### src/rtl/gtlr_pkg.sv
package gtlr_pkg;
  // ****************************************
  // Register offsets
  // ****************************************
  localparam logic [3:0] OFS_DATA = 4'h0;
  localparam logic [3:0] OFS_EVT1 = 4'h1;
  localparam logic [3:0] OFS_EVT2 = 4'h2;
  localparam logic [3:0] OFS_POLL = 4'h3;
  localparam logic [3:0] OFS_ADDR = 4'h4;
  localparam logic [3:0] OFS_AUX = 4'h5;
  localparam logic [3:0] OFS_DEVA = 4'h6;
  localparam logic [3:0] OFS_DEVB = 4'h7;
  localparam logic [3:0] OFS_CORE = 4'he;
  // ****************************************
  // Field positions, first event register
  // ****************************************
  localparam int B_UNK = 7;
  localparam int B_SEC = 6;
  localparam int B_TRG = 5;
  localparam int B_END = 4;
  localparam int B_CLR = 3;
  localparam int B_LOST = 2;
  localparam int B_OREQ = 1;
  localparam int B_IN = 0;
  // ****************************************
  // Field positions, second event register
  // ****************************************
  localparam int B_SUM = 7;
  localparam int B_LOK = 5;
  localparam int B_REM = 4;
  localparam int B_DMA_OUT_CONTROL = 5;
  localparam int B_DMA_IN_CONTROL = 4;
  localparam int B_LOCKOUT_CHANGE_FLAG = 2;
  localparam int B_REMOTE_CHANGE_FLAG = 1;
  localparam int B_ADDRESS_CHANGE_FLAG = 0;
  localparam logic [7:0] EVT2_MASK = 8'h07;
  // ****************************************
  // Poll, mode and address fields
  // ****************************************
  localparam int B_RSV = 6;
  localparam int B_TON = 7;
  localparam int B_LON = 6;
  localparam int B_ARS = 7;
  localparam int B_DT = 6;
  localparam int B_DL = 5;
  localparam int B_EOI = 7;
  localparam logic [1:0] MODE_ONE = 2'h1;
  localparam logic [1:0] MODE_TWO = 2'h2;
  localparam logic [1:0] MODE_THREE = 2'h3;
  // ****************************************
  // Reset values and fixed constants
  // ****************************************
  localparam logic [7:0] RST_BYTE = 8'h00;
  localparam logic [6:0] RST_DEVA = 7'h00;
  // Arbitrary implementation constant
  localparam logic [7:0] CORE_CONST = 8'h10;
  localparam int FIFO_DEPTH = 4;
  localparam int DATA_W = 8;
endpackage

### src/rtl/gtlr_regs.sv
// What this block does
// RL1 - Listener bytes land in read register 0 and stay until next byte.
// RL2 - Host write to offset 0 loads a byte which is sent to the bus.
// RL3 - Reading an event status register returns flags and clears them.
// RL4 - Mask bit set enables interrupt for the matching status flag.
// RL5 - Summary bit is OR of unmasked flags and drives host interrupt.
// RL6 - With trapping on, unknown command sets flag and holds handshake until valid.
// RL7 - Mode 3 only: secondary address sets flag, holds handshake until valid/not valid.
// RL8 - GET while listener addressed sets trigger flag.
// RL9 - EOI byte or end-of-string match sets end flag.
// RL10 - DCL, or SDC while listener addressed, sets clear flag.
// RL11 - Byte sent without listener, or written in source idle, sets lost flag.
// RL12 - Output request when register free; input flag per byte except continuous mode.
// RL13 - Lockout/remote/address status changes set their change flags.
// RL14 - Lockout bit shows lockout states; remote bit shows remote states.
// RL15 - DMA-out requests while output free; DMA-in requests on received byte.
// RL16 - Status byte sent in poll, read back; service bit asserts request outside poll.
// RL17 - Pending bit sets with service bit, clears on poll acknowledge.
// RL18 - Mode bits: talk-only, listen-only, two-bit code; only modes ignore addresses.
// RL19 - Mode 1 recognises two primary addresses.
// RL20 - Mode 2 matches primary plus secondary, single primary only.
// RL21 - Mode 3: two primaries, secondaries handed to host to qualify.
// RL22 - Poll-active sets on enable, clears on disable or clear; second-match tracks address.
// RL23 - Offset 6 write loads address register 0 or 1 by select bit.
// RL24 - Address is talker if talker-disable 0, listener if listener-disable 0.
// RL25 - Top bit of offset 7 read shows EOI latched with current data byte.
// RL26 - Offset 0xE reads fixed constants; writes ignored.
`timescale 1ns/1ps
`default_nettype none

// ****************************************
// Small byte FIFO
// ****************************************
module gtlr_fifo #(
  parameter int WIDTH = 8,
  parameter int DEPTH = 4
) (
  input wire logic mclk,
  input wire logic nrst,
  input wire logic [WIDTH-1:0] in_data,
  input wire logic in_valid,
  output logic in_ready,
  output logic [WIDTH-1:0] out_data,
  output logic out_valid,
  input wire logic out_ready
);
  localparam int AW = $clog2(DEPTH);
  logic [WIDTH-1:0] mem_r [DEPTH];
  logic [AW-1:0] wp_r;
  logic [AW-1:0] rp_r;
  logic [AW:0] cnt_r;
  logic [WIDTH-1:0] out_data_r;
  logic out_valid_r;
  wire do_wr = in_valid && in_ready;
  wire do_rd = out_valid && out_ready;
  // Head and valid are flopped so the transmit outputs carry no read mux
  wire [AW-1:0] rp_nxt = do_rd ? ((rp_r == AW'(DEPTH-1)) ? '0 : rp_r + 1'b1) : rp_r;
  wire [AW:0] cnt_nxt = cnt_r + (AW+1)'(do_wr) - (AW+1)'(do_rd);
  // A write into an empty or just emptied FIFO becomes the head at once
  wire head_new = do_wr && (cnt_r == (AW+1)'(do_rd));
  assign in_ready = (cnt_r != (AW+1)'(DEPTH));
  assign out_valid = out_valid_r;
  assign out_data = out_data_r;
  always_ff @(posedge mclk or negedge nrst) begin
    if (!nrst) begin
      wp_r <= '0;
      rp_r <= '0;
      cnt_r <= '0;
      out_data_r <= '0;
      out_valid_r <= 1'b0;
    end else begin
      if (do_wr) wp_r <= (wp_r == AW'(DEPTH-1)) ? '0 : wp_r + 1'b1;
      rp_r <= rp_nxt;
      cnt_r <= cnt_nxt;
      out_valid_r <= (cnt_nxt != '0);
      out_data_r <= head_new ? in_data : mem_r[rp_nxt];
    end
  end
  always_ff @(posedge mclk) begin
    if (do_wr) mem_r[wp_r] <= in_data;
  end
endmodule // gtlr_fifo

// ****************************************
// Register bank
// ****************************************
module gtlr_regs #(
  parameter int FDEPTH = 4
) (
  input wire logic mclk,
  input wire logic nrst,
  // Host register port
  input wire logic [3:0] reg_addr,
  input wire logic reg_rd,
  input wire logic reg_wr,
  input wire logic [7:0] reg_wdata,
  output logic [7:0] reg_rdata,
  output logic host_irq,
  output logic dma_req,
  // Receive side from the acceptor handshake
  input wire logic [7:0] rx_byte,
  input wire logic rx_eoi,
  input wire logic rx_strobe,
  output logic rx_holdoff,
  // Transmit side toward the source handshake
  output logic [7:0] tx_byte,
  output logic tx_valid,
  input wire logic tx_ready,
  input wire logic tx_no_listener,
  input wire logic source_idle,
  // Bus and interface state inputs (already in mclk domain)
  input wire logic cmd_unknown,
  input wire logic cmd_secondary,
  input wire logic cmd_valid,
  input wire logic cmd_not_valid,
  input wire logic msg_get,
  input wire logic msg_dcl,
  input wire logic msg_sdc,
  input wire logic msg_spe,
  input wire logic msg_spd,
  input wire logic msg_ifc,
  input wire logic poll_active,
  input wire logic poll_ack,
  input wire logic lads,
  input wire logic rl_lock,
  input wire logic rl_remote,
  input wire logic addr_talk,
  input wire logic addr_listen,
  input wire logic addr_talker_primary_addressed,
  input wire logic addr_listener_primary_addressed,
  input wire logic addr_cic,
  input wire logic addr_first,
  input wire logic addr_second,
  input wire logic unknown_command_trap_enable,
  input wire logic continuous_mode,
  input wire logic eos_enable,
  input wire logic eos_8bit,
  // Decoded configuration for the addressing logic
  output logic talk_only,
  output logic listen_only,
  output logic [1:0] mode_code,
  output logic [6:0] dev_addr0,
  output logic [6:0] dev_addr1,
  output logic srq_assert,
  output logic [7:0] poll_byte
);
  import gtlr_pkg::*;

  logic [7:0] din_r;
  logic eoi_r;
  logic [7:0] flag1_r;
  logic [7:0] flag2_r;
  logic [7:0] mask1_r;
  logic [7:0] mask2_r;
  logic [7:0] poll_r;
  logic request_pending_bit_r;
  logic [7:0] amode_r;
  logic [6:0] adr0_r;
  logic [6:0] adr1_r;
  logic [7:0] eos_r;
  logic serial_poll_active_bit_r;
  logic second_address_match_bit_r;
  logic hold_r;
  logic hold_unk_r;
  logic unk_prev_r;
  logic lok_d_r;
  logic rem_d_r;
  logic [3:0] ads_d_r;
  logic [7:0] rdata_r;
  logic irq_r;
  logic dma_r;
  logic srq_r;

  // ****************************************
  // Decode
  // ****************************************
  wire rd_evt1 = reg_rd && (reg_addr == OFS_EVT1);
  wire rd_evt2 = reg_rd && (reg_addr == OFS_EVT2);
  wire wr_data = reg_wr && (reg_addr == OFS_DATA);
  wire wr_mask1 = reg_wr && (reg_addr == OFS_EVT1);
  wire wr_mask2 = reg_wr && (reg_addr == OFS_EVT2);
  wire wr_poll = reg_wr && (reg_addr == OFS_POLL);
  wire wr_mode = reg_wr && (reg_addr == OFS_ADDR);
  wire wr_adr = reg_wr && (reg_addr == OFS_DEVA);
  wire wr_eos = reg_wr && (reg_addr == OFS_DEVB);

  // Output FIFO decouples host writes from source handshake
  logic fifo_in_ready;
  gtlr_fifo #(.WIDTH(DATA_W), .DEPTH(FDEPTH)) u_fifo (
    .mclk(mclk),
    .nrst(nrst),
    .in_data(reg_wdata),
    .in_valid(wr_data && !source_idle), // RL2
    .in_ready(fifo_in_ready),
    .out_data(tx_byte),
    .out_valid(tx_valid),
    .out_ready(tx_ready)
  );

  wire tx_sent = tx_valid && tx_ready;
  wire eos_hit = eos_enable && (eos_8bit ? (rx_byte == eos_r) : (rx_byte[6:0] == eos_r[6:0]));
  wire [3:0] ads_now = {addr_talk, addr_listen, addr_cic, second_address_match_bit_r};
  // Any other primary message ends the run of commands after an unknown one
  wire prim_cmd = msg_get || msg_dcl || msg_sdc || msg_spe || msg_spd || msg_ifc
    || addr_first || addr_second;
  wire sec_unknown = cmd_secondary && unk_prev_r;

  // ****************************************
  // Event sources
  // ****************************************
  logic [7:0] ev1;
  logic [7:0] ev2;
  always_comb begin
    ev1 = '0;
    ev1[B_UNK] = unknown_command_trap_enable && (cmd_unknown || sec_unknown); // RL6
    ev1[B_SEC] = (amode_r[1:0] == MODE_THREE) && cmd_secondary && !unk_prev_r
      && !amode_r[B_TON] && !amode_r[B_LON]; // RL7 RL21
    ev1[B_TRG] = msg_get && lads; // RL8
    ev1[B_END] = rx_strobe && (rx_eoi || eos_hit); // RL9
    ev1[B_CLR] = msg_dcl || (msg_sdc && lads); // RL10
    ev1[B_LOST] = (tx_sent && tx_no_listener) || (wr_data && source_idle); // RL11
    ev1[B_OREQ] = fifo_in_ready; // RL12
    ev1[B_IN] = rx_strobe && !continuous_mode; // RL12
    ev2 = '0;
    ev2[B_LOCKOUT_CHANGE_FLAG] = (rl_lock != lok_d_r); // RL13
    ev2[B_REMOTE_CHANGE_FLAG] = (rl_remote != rem_d_r); // RL13
    ev2[B_ADDRESS_CHANGE_FLAG] = (ads_now != ads_d_r); // RL13
  end

  // Set beats the read-clear so an event in the read cycle survives
  wire [7:0] flag1_nxt = (rd_evt1 ? 8'h00 : flag1_r) | ev1; // RL3
  wire [7:0] flag2_nxt = ((rd_evt2 ? 8'h00 : flag2_r) | ev2) & EVT2_MASK; // RL3
  wire irq_nxt = |(flag1_nxt & mask1_r) || |(flag2_nxt & mask2_r & EVT2_MASK); // RL4 RL5
  wire serial_poll_active_bit_nxt = msg_spe ? 1'b1 : ((msg_spd || msg_ifc) ? 1'b0 : serial_poll_active_bit_r); // RL22
  wire second_address_match_bit_nxt = addr_second ? 1'b1 : (addr_first ? 1'b0 : second_address_match_bit_r); // RL22
  wire dma_nxt = (mask2_r[B_DMA_OUT_CONTROL] && fifo_in_ready)
    || (mask2_r[B_DMA_IN_CONTROL] && (rx_strobe || flag1_r[B_IN])); // RL15
  wire srq_nxt = poll_r[B_RSV] && !poll_active; // RL16
  wire rsv_rise = wr_poll && reg_wdata[B_RSV] && !poll_r[B_RSV];

  // ****************************************
  // Read mux
  // ****************************************
  logic [7:0] rmux;
  always_comb begin
    unique case (reg_addr)
      OFS_DATA: rmux = din_r; // RL1
      OFS_EVT1: rmux = flag1_r;
      OFS_EVT2: rmux = {irq_r, 1'b0, rl_lock, rl_remote, 1'b0, flag2_r[2:0]}; // RL5 RL14
      OFS_POLL: rmux = {poll_r[7], request_pending_bit_r, poll_r[5:0]}; // RL16 RL17
      OFS_ADDR: rmux = {2'b00, serial_poll_active_bit_r, addr_listener_primary_addressed, addr_talker_primary_addressed, addr_listen, addr_talk, second_address_match_bit_r};
      OFS_DEVA: rmux = {1'b0, adr0_r};
      OFS_DEVB: rmux = {eoi_r, adr1_r}; // RL25
      OFS_CORE: rmux = CORE_CONST; // RL26
      default: rmux = 8'h00;
    endcase
  end

  // ****************************************
  // State registers
  // ****************************************
  always_ff @(posedge mclk or negedge nrst) begin
    if (!nrst) begin
      din_r <= RST_BYTE;
      eoi_r <= 1'b0;
    end else if (rx_strobe) begin
      din_r <= rx_byte; // RL1
      eoi_r <= rx_eoi; // RL25
    end
  end

  always_ff @(posedge mclk or negedge nrst) begin
    if (!nrst) begin
      flag1_r <= RST_BYTE;
      flag2_r <= RST_BYTE;
      lok_d_r <= 1'b0;
      rem_d_r <= 1'b0;
      ads_d_r <= 4'h0;
    end else begin
      flag1_r <= flag1_nxt;
      flag2_r <= flag2_nxt;
      lok_d_r <= rl_lock;
      rem_d_r <= rl_remote;
      ads_d_r <= ads_now;
    end
  end

  always_ff @(posedge mclk or negedge nrst) begin
    if (!nrst) begin
      mask1_r <= RST_BYTE;
      mask2_r <= RST_BYTE;
      amode_r <= RST_BYTE;
      eos_r <= RST_BYTE;
    end else begin
      if (wr_mask1) mask1_r <= reg_wdata; // RL4
      if (wr_mask2) mask2_r <= reg_wdata; // RL15
      if (wr_mode) amode_r <= reg_wdata; // RL18
      if (wr_eos) eos_r <= reg_wdata;
    end
  end

  always_ff @(posedge mclk or negedge nrst) begin
    if (!nrst) begin
      adr0_r <= RST_DEVA;
      adr1_r <= RST_DEVA;
    end else if (wr_adr) begin
      if (reg_wdata[B_ARS]) adr1_r <= reg_wdata[6:0]; // RL23
      else adr0_r <= reg_wdata[6:0]; // RL23
    end
  end

  // Service bit is dropped by the poll itself
  always_ff @(posedge mclk or negedge nrst) begin
    if (!nrst) begin
      poll_r <= RST_BYTE;
      request_pending_bit_r <= 1'b0;
    end else begin
      if (wr_poll) poll_r <= reg_wdata; // RL16
      else if (poll_active) poll_r[B_RSV] <= 1'b0; // RL16
      if (rsv_rise) request_pending_bit_r <= 1'b1; // RL17
      else if (poll_ack) request_pending_bit_r <= 1'b0; // RL17
    end
  end

  always_ff @(posedge mclk or negedge nrst) begin
    if (!nrst) begin
      serial_poll_active_bit_r <= 1'b0;
      second_address_match_bit_r <= 1'b0;
      hold_r <= 1'b0;
      hold_unk_r <= 1'b0;
      unk_prev_r <= 1'b0;
    end else begin
      serial_poll_active_bit_r <= serial_poll_active_bit_nxt;
      second_address_match_bit_r <= second_address_match_bit_nxt;
      if (cmd_unknown) unk_prev_r <= 1'b1; // RL6
      else if (prim_cmd) unk_prev_r <= 1'b0; // RL6
      // Not-valid only frees a hold taken for a secondary address
      if (ev1[B_UNK] || ev1[B_SEC]) begin
        hold_r <= 1'b1; // RL6 RL7
        hold_unk_r <= ev1[B_UNK];
      end else if (cmd_valid || (cmd_not_valid && !hold_unk_r)) begin
        hold_r <= 1'b0; // RL6 RL7
      end
    end
  end

  always_ff @(posedge mclk or negedge nrst) begin
    if (!nrst) begin
      rdata_r <= RST_BYTE;
      irq_r <= 1'b0;
      dma_r <= 1'b0;
      srq_r <= 1'b0;
    end else begin
      rdata_r <= reg_rd ? rmux : rdata_r;
      irq_r <= irq_nxt;
      dma_r <= dma_nxt;
      srq_r <= srq_nxt;
    end
  end

  // ****************************************
  // Outputs
  // ****************************************
  assign reg_rdata = rdata_r;
  assign host_irq = irq_r;
  assign dma_req = dma_r;
  assign rx_holdoff = hold_r;
  assign srq_assert = srq_r;
  assign poll_byte = poll_r;
  // Only-modes leave the address registers unused downstream
  assign talk_only = amode_r[B_TON]; // RL18
  assign listen_only = amode_r[B_LON]; // RL18
  assign mode_code = amode_r[1:0]; // RL19 RL20 RL21
  assign dev_addr0 = adr0_r; // RL24
  assign dev_addr1 = adr1_r; // RL24
endmodule // gtlr_regs

`default_nettype wire

### config.mk
export PLATFORM = sky130hd
export DESIGN_NAME = gtlr_regs
export DESIGN_NICKNAME = d
export VERILOG_FILES = /design/src/rtl/gtlr_pkg.sv /design/src/rtl/gtlr_regs.sv
export SDC_FILE = /design/constraint.sdc
export NUM_CORES = 1
export LEC_CHECK = 0
export ABC_CLOCK_PERIOD_IN_PS = 5700
export BUFFER_PORTS_ARGS = -buffer_cell sky130_fd_sc_hd__buf_2
export CORE_MARGIN = 3
export CORE_UTILIZATION = 61
export DETAILED_ROUTE_END_ITERATION = 16
export MAX_ROUTING_LAYER = met4
export PLACE_DENSITY = 0.87
export SYNTH_ARGS = -nofsm -noshare
export SYNTH_HDL_FRONTEND = slang
export SYNTH_SLANG_ARGS = --single-unit
### constraint.sdc
create_clock -name mclk -period 5.7 [get_ports mclk]
set_input_delay 0.855 -clock mclk [delete_from_list [all_inputs] [get_ports mclk]]
set_output_delay 0.855 -clock mclk [all_outputs]
set_load 0.1 [all_outputs]
Yosys cells after proc, flatten, opt, wreduce, memory -nomap -nowiden
Memory sizes are Yosys's and may differ from the RTL's.
Index checks and enable logic that the tools add are counted.

storage, ports and cells
  flip-flop bits (word level) = 111
  RAM bits = 32
  bits of input ports = 55
  output and inout bits = 47
  word-level logic and storage cells = 148
  memories = 1

cells by class
  $add $sub $neg = 4
  eq/ne operators = 17
  muxes and demuxes = 22
  bitwise logic cells = 5
  reduce and logical (&&, ||, !) cells = 69

memory list
  memory        depth  bits a word  read ports  clocked after Yosys merged registers in  wr ports  RTL line         text
  u_fifo.mem_r  4      8            1           0                                        1         gtlr_regs.sv:48  logic [WIDTH-1:0] mem_r [DEPTH];

operators by type and width
  kind                                                  count
  case mux 8 bit (8 select lines)                       1
  logical AND 1 bit                                     32
  logical OR 1 bit                                      17
  2-to-1 mux 8 bit                                      2
  2-to-1 mux 1 bit                                      15
  equality test 4 x 3 -> 1 bit (second input constant)  3
  nonzero test 2 bit                                    6
  AND 8 bit                                             1
  equality test 4 x 2 -> 1 bit (second input constant)  2
  equality test 8 bit                                   1
  zero test 1 bit                                       8
  bitwise OR 8 bit                                      1
  OR reduction 8 bit                                    1
  equality test 7 bit                                   1
  equality test 2 bit (second input constant)           3
  2-to-1 mux 2 bit                                      3
  adder 2 x 1 -> 2 bit (second input constant)          2
  equality test 4 x 1 -> 1 bit (second input constant)  1
  equality test 4 bit (second input constant)           1
  zero test 4 bit                                       1
  != test 4 bit                                         1
  AND reduction 2 bit                                   2
  adder 3 x 1 -> 3 bit                                  1
  AND 3 bit                                             1
  other kinds (9)                                       10

Depth between registers and ports, before layout
  depth in word-level cells = 9
  gate-level depth with buffers = 8
  mapped depth without buffers = 8

Hierarchy
Synthesis repeated with hierarchy kept, for this count alone.

second synthesis, totals
  cell total of the unflattened synthesis = 496
  area total of the unflattened synthesis = 6273.5 µm²

by module, submodules not included
  module     times used  cells each  area each (µm²)  sequential area each (µm²)
  gtlr_regs  1           329         4036.4           2252.2
  gtlr_fifo  1           167         2237.1           1361.3

Least setup slack after synthesis
No wires, ideal clock.

  path kind = input -> register
  from = in reg_addr[0]
  to = reg u_fifo.out_valid_r, in the netlist u_fifo.out_valid
  library setup time = 131 ps
  arrival = 2615 ps
  required time = 5569 ps
  path slack = 2954 ps
  stages = 7
  buffers on the path = 1
  cell sequence = buf_6 -> nor3_1 -> nand2_1 -> nor3_2 -> ha_1 -> fa_1 -> or3_1

on the way
  longest elaborated chain between the ends = 7

RTL lines
  item                         RTL line          text
  start: declaration           gtlr_regs.sv:93   input wire logic [3:0] reg_addr,
  zero test 4 bit              gtlr_regs.sv:179  wire wr_data = reg_wr && (reg_addr == OFS_DATA);
  logical AND 1 bit            gtlr_regs.sv:179
  logical AND 1 bit            gtlr_regs.sv:193  .in_valid(wr_data && !source_idle),
  logical AND 1 bit            gtlr_regs.sv:54   wire do_wr = in_valid && in_ready;
  adder 3 x 1 -> 3 bit         gtlr_regs.sv:58   wire [AW:0] cnt_nxt = cnt_r + (AW+1)'(do_wr) - (AW+1)'(do_rd);
  subtractor 3 x 1 -> 3 bit    gtlr_regs.sv:58
  named net u_fifo.cnt_nxt[1]  gtlr_regs.sv:58
  nonzero test 3 bit           gtlr_regs.sv:75   out_valid_r <= (cnt_nxt != '0);
  end signal: assignment       gtlr_regs.sv:75
  end: declaration             gtlr_regs.sv:53   logic out_valid_r;

The timed path passes the listed nets, and every way through them passes these cells.
A chain may end at the register's enable or synchronous reset.

Worst setup path in the final report
Same ends and word-level chain as after synthesis.

==> impl_metrics.prom <==
# TYPE chip_impl_metric gauge
chip_impl_metric{name="top_level_ports",unit=""} 102
chip_impl_metric{name="postCtsHoldBufs",unit=""} 0
chip_impl_metric{name="max-clock-path-buffers",unit=""} 2
chip_impl_metric{name="finalHoldWorstSlack",unit="ns"} 0.304
chip_impl_metric{name="timing.critical_path.fanout_max",unit=""} 29
chip_impl_metric{name="maxCapViolCount",unit=""} 0
chip_impl_metric{name="die-width",unit="um"} 107
chip_impl_metric{name="synthesis.area",unit="sq um"} 6170
chip_impl_metric{name="detailedRoute.firstIterationViolations",unit=""} 404
chip_impl_metric{name="grt_first_pass_wirelength",unit="um"} 24300
chip_impl_metric{name="drt-vias-per-instance",unit=""} 6.06
chip_impl_metric{name="grt-ovfl-total",unit=""} 0
chip_impl_info{name="ys_top_cells_by_area",value="dfrtp_1 (43%), edfxtp_1 (16%), mux2_2 (12%)"} 1
chip_impl_metric{name="fin_util",unit="%"} 74.7
chip_impl_metric{name="max_slew.worst_pin.slew",unit="ns"} 1.28
chip_impl_metric{name="ant_nets",unit=""} 0
chip_impl_metric{name="yosys_warnings",unit=""} 0
chip_impl_metric{name="num_antenna_cells",unit=""} 0
chip_impl_metric{name="numPlacedInstances",unit=""} 682
chip_impl_metric{name="final_nets",unit=""} 631
chip_impl_info{name="clock_root_buffer",value="clkbuf_8"} 1
chip_impl_metric{name="detail_route.wl_per_cell",unit="um"} 21.5
chip_impl_metric{name="seq_cells_post_synth",unit=""} 138
chip_impl_info{name="worst_setup_path_start_kind",value="input pin"} 1
chip_impl_metric{name="post-route-period-util",unit="%"} 48.5
chip_impl_metric{name="async_reset_ff_share",unit="%"} 76.8
chip_impl_metric{name="gpl.final_weighted_congestion",unit=""} 0.911
chip_impl_metric{name="floorplan.initialDensity",unit="%"} 62.8
chip_impl_metric{name="syn_to_final_growth",unit="%"} 18.8
chip_impl_metric{name="synth_enable_flop_cells",unit=""} 32
chip_impl_metric{name="final-instance-count-excl-fill",unit=""} 714
chip_impl_metric{name="max_clock_freq",unit="MHz"} 361
chip_impl_info{name="post_synth_most_frequent_cells",value="dfrtp_1 (106), mux2_2 (68), edfxtp_1 (32)"} 1
chip_impl_info{name="setup.worst_path.end_class",value="flop"} 1
chip_impl_metric{name="grt_start_max_net_pins",unit=""} 64
chip_impl_metric{name="post_synth_and_or_nand_nor_area_fraction",unit="%"} 7.83
chip_impl_metric{name="cts_resized",unit=""} 0
chip_impl_metric{name="routed-via-count",unit=""} 4329
chip_impl_info{name="r2r-start",value="u_fifo.rp_r[0]$_DFF_PN0_"} 1
chip_impl_info{name="synth_top_family_by_area",value="multiplexers"} 1
chip_impl_info{name="synth_most_common_cell",value="dfrtp_1"} 1
chip_impl_info{name="tritoncts",value="built"} 1
chip_impl_metric{name="drc",unit=""} 0
chip_impl_info{name="global_route.peak_usage_layer",value="met2"} 1
chip_impl_metric{name="synth_compound_gate_area_share",unit="%"} 8.80
chip_impl_metric{name="power.ir.vdd_worst",unit="V"} 0.000454
chip_impl_metric{name="leakage",unit="uW"} 0.00325
chip_impl_metric{name="post_cts_buffers",unit=""} 0
chip_impl_metric{name="syn-instance-count",unit=""} 464
chip_impl_metric{name="route.final.wire_length",unit="um"} 15400
chip_impl_metric{name="final_area",unit="sq um"} 7330
chip_impl_metric{name="drive_above_1_share",unit="%"} 36.3
chip_impl_metric{name="timing.setup.tns",unit="ns"} 0
chip_impl_metric{name="power.density_cell_area",unit="nW/um^2"} 484
chip_impl_info{name="min_delay_worst_type",value="in -> async"} 1
chip_impl_metric{name="globalRouteTotalUtil",unit="%"} 29.7
chip_impl_info{name="synth-main-ff-cell",value="dfrtp_1"} 1
chip_impl_metric{name="synthMuxAreaShare",unit="%"} 18.0
chip_impl_metric{name="fp.dieH",unit="um"} 107
chip_impl_metric{name="design.die.area",unit="sq um"} 11400
chip_impl_metric{name="detailed_place_hpwl",unit="um"} 10500
chip_impl_metric{name="grt_antenna_before_repair",unit=""} 0
chip_impl_metric{name="worst_skew_pair_later_pin_latency",unit="ns"} 0.54
chip_impl_metric{name="yosys.area_share.adder",unit="%"} 1.74
chip_impl_metric{name="first_global_vias",unit=""} 4339
chip_impl_metric{name="yosysSeqAreaShare",unit="%"} 58.6
chip_impl_metric{name="met1_usage",unit="%"} 40.6
chip_impl_metric{name="floorplan.rows",unit=""} 36
chip_impl_info{name="worstSetupStartpoint",value="reg_addr[0]"} 1
chip_impl_metric{name="post_cts_clock_slew_at_the_launch_and_capture_registers_of_the_worst_setup_and_hold_paths",unit="ns"} 0.06
chip_impl_metric{name="finalSetupViolations",unit=""} 0
chip_impl_metric{name="h-tree-depth",unit=""} 4
chip_impl_metric{name="worst_clock_skew",unit="ns"} 0.00853
chip_impl_metric{name="drt_pre_antenna_iters",unit=""} 5
chip_impl_info{name="grt_setup_unrepaired",value="false"} 1
chip_impl_metric{name="final_hold_viol_count",unit=""} 0
chip_impl_metric{name="worst_ep_required_time",unit="ns"} 6.11
chip_impl_metric{name="cts_buffers",unit=""} 17
chip_impl_info{name="result_of_the_run",value="complete, no violations"} 1
chip_impl_metric{name="fillCellCount",unit=""} 658
chip_impl_metric{name="slew_viol_final",unit=""} 0
chip_impl_metric{name="synth_xor_xnor_area_share",unit="%"} 2.27
chip_impl_metric{name="met2_usage",unit="%"} 43.3
chip_impl_metric{name="core_area",unit="sq um"} 9820
chip_impl_metric{name="max-slew-margin-rel",unit="%"} 14.8
chip_impl_metric{name="port_buffers",unit=""} 101
chip_impl_metric{name="post_layout_min_period",unit="ns"} 2.77
chip_impl_metric{name="numClockSinks",unit=""} 138
chip_impl_metric{name="placement.cell_area",unit="sq um"} 6770
chip_impl_metric{name="synth.lib_cells_used.distinct",unit=""} 60
chip_impl_metric{name="postSynthAreaPerCell",unit="sq um"} 13.3
chip_impl_info{name="criticalPathCategory",value="in -> reg"} 1
chip_impl_metric{name="post-synth-top-area-fraction",unit="%"} 43.0
chip_impl_metric{name="syn_nets",unit=""} 527
chip_impl_metric{name="cp_data_arrival_time",unit="ns"} 3.18
chip_impl_metric{name="global_route.usage.met3",unit="%"} 6.56
chip_impl_info{name="synth_area_leader_cell",value="dfrtp_1"} 1
==> worst max-delay path: stages <==
cell	delay [ns]
buf_2	0.28
nor3_1	0.36
nand2_1	0.16
nor3_2	0.43
ha_1	0.26
fa_1	0.45
or3_1	0.37
==> final cells by class <==
type                       count  area, sq um  share of cell area [%]
sequential                   138         3610                    49.3
timing repair buffer         102          515                    7.03
clock buffer                  19          432                    5.89
multi-input combinational    286         2380                    32.5
inverter                      23         86.3                    1.18
tap                          133          166                    2.27
clock inverter                13          134                    1.83
==> cells by family after synthesis <==
kind of cell	count (synthesis)
flops	138
buf+inv	40
xor+xnor	16
fa+ha+maj	8
simple gates	84
compound gates	78
mux	100
==> worst paths after layout <==
kind,end,slack (ns),depth (start not counted)
min reg2reg,hold_unk_r$_DFFE_PN0P_,0.47,1
min in group mclk,ads_d_r[1]$_DFF_PN0_,0.47,1
max reg2reg,u_fifo.out_data[7]$_DFF_PN0_,3.37,5
max in group asynchronous,second_address_match_bit_r$_DFFE_PN0P_,4.19,2
max,u_fifo.out_valid$_DFF_PN0_,2.93,7
min,u_fifo.out_data[2]$_DFF_PN0_,0.30,1
==> where the power goes <==
part / switching, uW / internal (uW) / leakage, uW
clock network: 439 / 601 / 0.000268
registers: 106 / 1170 / 0.00155
logic: 900 / 337 / 0.00143
==> cell usage in the layout, fill, tap and decap left out, types with 4 or more instances in the layout <==
master / n
a22oi_1: 7
ha_1: 7
clkbuf_16: 16
xor2_1: 6
nand2_1: 18
nand4_1: 4
a22o_1: 5
nor3_1: 5
nor2_1: 9
a21o_1: 9
a21oi_1: 8
buf_2: 100
nor2b_1: 7
o22ai_1: 7
o2bb2ai_1: 4
inv_1: 23
mux2_2: 68
mux2i_1: 30
xnor2_1: 10
clkinv_4: 4
edfxtp_1: 32
inv_6: 4
dfrtp_1: 106
nand3_1: 6
nand2b_1: 4
o21ai_0: 15
and2_1: 7
==> sequential cells by signal, summed over array words and instances, names as in the netlist, 2 cells and up <==
signal / count
dev_addr0: 7
poll_byte: 8
din_r: 8
eos_r: 8
flag2_r: 3
u_fifo.wp_r: 2
ads_d_r: 4
mask2_r: 5
reg_rdata: 8
u_fifo.rp_r: 2
dev_addr1: 7
u_fifo.out_data: 8
u_fifo.mem_r: 32
mask1_r: 8
u_fifo.cnt_r: 3
amode_r: 4
flag1_r: 8
==> per-layer routing <==
layer	share of wire [%]	vias to the layer above
met1	43	2167
met2	47	215
met5	0	-
met4	3.0	0
li1	-	1902
met3	6.7	45
==> stage by stage <==
stage | worst slack, ns | power, uW
after floorplan | 2.95 | 2260
after detailed placement | 2.40 | 2520
after global routing | 2.77 | 3680
after CTS | 2.98 | 3560
final | 2.93 | 3550
after global placement | 2.59 | 2470
No activity file was read; power rests on OpenSTA's default activity.
